[src/scc_pkg.sv]
// Package for the serial channel configuration selector.
// Assumes one 250 MHz system clock and a synchronous active-low reset.
package scc_pkg;

  // System clock
  localparam int unsigned CLK_MHZ         = 250;
  localparam int unsigned CLK_HZ          = CLK_MHZ * 1000000;

  // Button hold time in milliseconds and the derived cycle count
  localparam int unsigned HOLD_MS         = 2000;
  localparam int unsigned HOLD_CYCLES     = HOLD_MS * (CLK_HZ / 1000);
  // Fewest hold cycles the counter can serve: entry cycle plus toggle cycle
  localparam int unsigned HOLD_MIN        = 2;

  // Bit rate selection codes, lowest rate first
  typedef enum logic [2:0] {
    SCC_BAUD_300   = 3'h0,
    SCC_BAUD_600   = 3'h1,
    SCC_BAUD_1200  = 3'h2,
    SCC_BAUD_2400  = 3'h3,
    SCC_BAUD_4800  = 3'h4,
    SCC_BAUD_9600  = 3'h5,
    SCC_BAUD_19200 = 3'h6,
    SCC_BAUD_38400 = 3'h7
  } scc_baud_e;

  // Control-line handshaking modes
  typedef enum logic [0:0] {
    SCC_HS_NONE  = 1'h0,
    SCC_HS_MODEM = 1'h1
  } scc_hs_e;

  // Timeout tick in milliseconds
  localparam int unsigned ACK_TICK_MS     = 20;
  localparam logic [15:0] ACK_TO_MIN      = 16'h0001;
  localparam logic [15:0] ACK_TO_DEFAULT  = 16'h0032;
  localparam logic [1:0]  STOP_BITS       = 2'h1;

  // One channel parameter set
  typedef struct packed {
    scc_baud_e   baud;
    scc_hs_e     handshake;
    logic [15:0] ack_timeout;
  } scc_cfg_s;

  localparam scc_cfg_s CFG_DEFAULT = '{
    baud:        SCC_BAUD_19200,
    handshake:   SCC_HS_NONE,
    ack_timeout: ACK_TO_DEFAULT
  };

  // Hold detector states
  typedef enum logic [1:0] {
    SCC_ST_IDLE = 2'h0,
    SCC_ST_HOLD = 2'h1,
    SCC_ST_WAIT = 2'h2
  } scc_state_e;

  // Whole state of the selector
  typedef struct packed {
    logic [2:0]  btn_sync;
    scc_state_e  state;
    logic [31:0] hold_cnt;
    logic        use_default;
    logic        first_done;
    scc_cfg_s    user_cfg;
    scc_cfg_s    ch0_cfg;
    logic        toggle_pulse;
    logic        indicator;
  } scc_state_s;

endpackage

[src/scc_config_select.sv]
// Configuration holder and selector for serial channel 0.
// Assumes the button pin is asynchronous and active high while pressed,
// and that other channels take their settings from elsewhere.
module scc_config_select
  import scc_pkg::*;
#(
  parameter int unsigned HOLD_COUNT = HOLD_CYCLES
) (
  // Clock and reset
  input  wire logic        sys_clk,
  input  wire logic        rstn,
  // Button and firmware events
  input  wire logic        toggle_btn,
  input  wire logic        first_powerup,
  input  wire logic        fw_upgrade_done,
  // User-defined parameter set
  input  wire logic        user_wr,
  input  wire scc_cfg_s    user_cfg_in,
  // Active channel 0 parameters
  output scc_cfg_s         ch0_cfg,
  output logic [1:0]       ch0_stop_bits,
  output logic             default_comm_indicator,
  output logic             toggle_event
);

  // Elaboration check; shorter holds would underflow the compare value
  if (HOLD_COUNT < HOLD_MIN) begin
    $error("HOLD_COUNT must be at least 2");
  end

  scc_state_s s_reg;
  scc_state_s s_next;

  // Timeout value checked for legal range before storing
  function automatic logic cfg_ok(input scc_cfg_s c);
    cfg_ok = (c.ack_timeout >= ACK_TO_MIN);
  endfunction

  // Next state: sync, hold timing, set selection
  always_comb begin
    s_next = s_reg;
    s_next.toggle_pulse = 1'b0;
    s_next.btn_sync = {s_reg.btn_sync[1:0], toggle_btn};
    case (s_reg.state)
      SCC_ST_IDLE: begin
        s_next.hold_cnt = '0;
        if (s_reg.btn_sync[2]) begin
          s_next.state = SCC_ST_HOLD;
        end
      end
      SCC_ST_HOLD: begin
        if (!s_reg.btn_sync[2]) begin
          s_next.state = SCC_ST_IDLE; // Any release restarts timing
        end else if (s_reg.hold_cnt == 32'(HOLD_COUNT - HOLD_MIN)) begin
          s_next.state = SCC_ST_WAIT;
          s_next.toggle_pulse = 1'b1;
          s_next.use_default = ~s_reg.use_default;
        end else begin
          s_next.hold_cnt = s_reg.hold_cnt + 32'h1;
        end
      end
      SCC_ST_WAIT: begin
        // Held button never toggles twice
        if (!s_reg.btn_sync[2]) begin
          s_next.state = SCC_ST_IDLE;
        end
      end
      default: s_next.state = SCC_ST_IDLE;
    endcase
    // User writes stored even while defaults are active; bad ones dropped
    if (user_wr && cfg_ok(user_cfg_in)) begin
      s_next.user_cfg = user_cfg_in;
    end
    // Firmware events win over the button in the same cycle
    if ((first_powerup && !s_reg.first_done) || fw_upgrade_done) begin
      s_next.use_default = 1'b1;
      s_next.first_done = s_reg.first_done | first_powerup;
    end
    // Only channel 0 sees the selected set
    s_next.ch0_cfg = s_next.use_default ? CFG_DEFAULT : s_next.user_cfg;
    s_next.indicator = s_next.use_default;
  end

  // State register; reset comes up in defaults
  always_ff @(posedge sys_clk) begin
    if (!rstn) begin
      s_reg <= '{btn_sync: 3'h0, state: SCC_ST_IDLE, hold_cnt: 32'h0,
                 use_default: 1'b1, first_done: 1'b0,
                 user_cfg: CFG_DEFAULT, ch0_cfg: CFG_DEFAULT,
                 toggle_pulse: 1'b0, indicator: 1'b1};
    end else begin
      s_reg <= s_next;
    end
  end

  // Outputs straight from the state register, except the constant stop bits
  assign ch0_cfg                = s_reg.ch0_cfg;
  assign ch0_stop_bits          = STOP_BITS; // Fixed framing
  assign default_comm_indicator = s_reg.indicator;
  assign toggle_event           = s_reg.toggle_pulse;

  // Cycles the synchronised button has been seen high, saturating
  int unsigned hold_len;
  always_ff @(posedge sys_clk) begin
    if (!rstn || !s_reg.btn_sync[2]) begin
      hold_len <= 0;
    end else if (hold_len < HOLD_COUNT + 8) begin
      hold_len <= hold_len + 1;
    end
  end

  // Set by a toggle, cleared once the button is seen released; a
  // second toggle while it is set means one hold toggled twice
  logic rel_pending;
  always_ff @(posedge sys_clk) begin
    if (!rstn || !s_reg.btn_sync[2]) begin
      rel_pending <= 1'b0;
    end else if (toggle_event) begin
      rel_pending <= 1'b1;
    end
  end
endmodule

[config.mk]
export PLATFORM = sky130hd
export DESIGN_NAME = scc_config_select
export DESIGN_NICKNAME = d
export VERILOG_FILES = /design/src/scc_pkg.sv /design/src/scc_config_select.sv
export SDC_FILE = /design/constraint.sdc
export NUM_CORES = 1
export LEC_CHECK = 0
export BUFFER_PORTS_ARGS = -buffer_cell sky130_fd_sc_hd__buf_4
export CAP_MARGIN = 5
export CELL_PAD_IN_SITES_DETAIL_PLACEMENT = 0
export CELL_PAD_IN_SITES_GLOBAL_PLACEMENT = 2
export CORE_ASPECT_RATIO = 0.6
export CORE_MARGIN = 2
export CORE_UTILIZATION = 34
export DETAILED_ROUTE_END_ITERATION = 8
export PLACE_DENSITY_LB_ADDON = 0.12
export SKIP_LAST_GASP = 1
export SYNTH_ARGS = -nofsm -noshare
export SYNTH_HDL_FRONTEND = slang
export SYNTH_SLANG_ARGS = --single-unit
[constraint.sdc]
create_clock -name sys_clk -period 3.7 [get_ports sys_clk]
set_input_delay 0.74 -clock sys_clk [delete_from_list [all_inputs] [get_ports sys_clk]]
set_output_delay 0.74 -clock sys_clk [all_outputs]
set_load 0.02 [all_outputs]
==> flow_summary.ini <==
[run_status]
status = finished, final reports clean

[pwr]
pwr_density_cell_mw_per_mm2 = 464
power.leakage_uw = 0.00154
ir_drop_mv = 0.214
power_uw = 1910

[cts]
cts_inserted_buffers = 9
clkTransAtPathRegs_ns = 0.06
cts-root-buf = clkbuf_16
cts_sinks = 80
cts-resized-gates = 0
htree_levels = 3
cts_setup_buffers = 0
clockBufferDepth = 2
cts_tree = done
hold_buffers = 0
clock_latency_ns = 0.34

[sta]
relSlewSlack = 0.373
fin_crit_ns = 2.78
clock_skew_ns = 0.00613
timing_hold_violations_final = 0
setup_viol = 0
max_freq_ghz = 0.360
timing.setup.tns_ns = 0
drv_slew = 0
tightest_slew_ns = 0.936
rsz0062_at_grt = no
fin_crit_sh = 0.750

[final_layout]
utilization = 0.416
antenna_cells = 0
seq_area_mm2 = 0.00160
nets = 439
areaGrowthSynthToFinish_pct = 18.8
fin_cells = 551
drive_gt1_frac = 0.185
n_fill_cell = 1021
multiInputGateArea_mm2 = 0.00161
mostFrequentLayoutCell = dfxtp_1
layout_common_cells = dfxtp_1 (80), buf_4 (53), nor2_1 (49)
largest_reg_flops = 56

[die]
die_y_um = 82.1
core_mm2 = 0.00988
die_area_mm2 = 0.0110
num_rows = 28
pin_count = 50
dieWidth_um = 134
start_util = 0.350

[detailed_routing]
drt-total-wl_um = 8190
avgViaCountPerCell = 4.76
drt_iter0_drc = 190
wl_per_cell_um = 14.9
firstDrtPassIters = 4
antenna_left = 0
via_count = 2623
drc = 0

[synth]
syn_nets = 412
synth_cell_types = 51
async_flop_share = 0
syn-instance-count = 384
ys.flop_type = dfxtp_1
syn_avg_cell_area_um2 = 9.01
yosysWarnings = 0
seq_area_frac_synth = 0.463
synth_enable_flop_cells = 0
yosys_register_bits = 80
netlist_area_mm2 = 0.00346

[global_routing]
grt-ovfl-total = 0
grt_first_pass_wirelength_um = 13200
grt_max_degree = 38
grt_use_total = 0.159
antenna_found_initial = 0
grt_pass1_vias = 2454

[setup_path]
path_max_fanout = 21
r2r_slack_ns = 0.92
crit_path_start_kind = register
cp.required_ns = 3.93
cp.arrival_ns = 3.00
criticalPathCategory = reg -> reg
endpoint_kind = register

[placed_design]
gp_congestion = 0.783
hpwl_um = 5930
numPortBuffers = 47
dp_cells = 535

[flow_run]
cap_violations = 0

[hold_path]
hold_path.class = reg -> reg
## logic make-up after synthesis
group,after synthesis,share of synthesized area
AND/OR/NAND/NOR,183,0.272
AO/OA/AOI/OAI,30,0.0590
other,2,0.00217
XOR/XNOR,18,0.0456
flip-flops,80,0.463
multiplexers,26,0.0767
adder cells (fa/ha/maj),2,0.00723
buffers and inverters,43,0.0749
## layout make-up
type / instances / area share
clock inverter: 4 / 0.0189
tap: 135 / 0.0411
sequential: 80 / 0.390
multi-input combinational: 261 / 0.391
inverter: 6 / 0.00548
clock buffer: 12 / 0.0575
timing repair buffer: 53 / 0.0968
## routing by layer
metal  GRT usage  wire [um]  up-vias
met5           0          0        -
met4      0.0632        111        0
met3      0.0403        322       12
met2       0.197       2900       45
met1       0.252       4850     1197
li1            -          -     1369
## worst max-delay path, stage by stage (launching register included)
cell and delay (ns):
dfxtp_1 0.36, or4b_1 0.54, or4_4 0.56, nor3_4 0.34, nand3_2 0.12, mux2_4 0.43
or2_2 0.32
## cell usage after synthesis, types with 2 or more instances
cell	instances	area [um^2]
conb_1	2	7.51
or4_1	2	15.0
dfxtp_1	80	1600
or3_1	8	50.1
nand2_1	36	135
clkbuf_1	11	41.3
buf_1	2	7.51
a211oi_1	5	37.5
nand4_1	8	50.1
inv_1	6	22.5
or4b_1	2	20.0
o2bb2ai_1	3	26.3
o211ai_1	3	22.5
nor3_1	22	110
buf_4	22	165
nor2_1	49	184
xnor2_1	17	149
and4_1	2	17.5
a21oi_1	7	35.0
nand2b_1	2	12.5
mux2i_1	25	250
and2_1	5	31.3
and3_1	5	31.3
nand3_1	14	70.1
buf_6	2	22.5
ha_1	2	25.0
or2_1	5	31.3
o21ai_0	3	15.0
nor4b_1	3	26.3
nor4_1	7	43.8
or2_2	4	25.0
## metrics by stage
stage / hold slack, ns / setup slack [ns] / cell area (um^2)
after floorplan: 0.412 / 1.13 / 3460
after global placement: 0.414 / 0.924 / 3800
after detailed placement: 0.422 / 0.911 / 3800
after CTS: 0.437 / 0.913 / 4110
after global routing: 0.447 / 0.752 / 4110
final: 0.434 / 0.925 / 4110
## power breakdown
part	switching (uW)	internal, uW
clock network	355	596
logic	41.9	36.1
registers	4.10	876
total	401	1510
## path summary, 6_finish.rpt
| check | end | start | depth (start not counted) |
|---|---|---|---|
| worst min-delay path | s_next[80] | s_next[79] | 1 |
| worst min register to register | s_next[80] | s_next[79] | 1 |
| worst max register to register | ch0_cfg[18] | s_reg[53] | 6 |
| worst max-delay path | ch0_cfg[18] | s_reg[53] | 6 |
No activity file was read; power rests on OpenSTA's default activity.
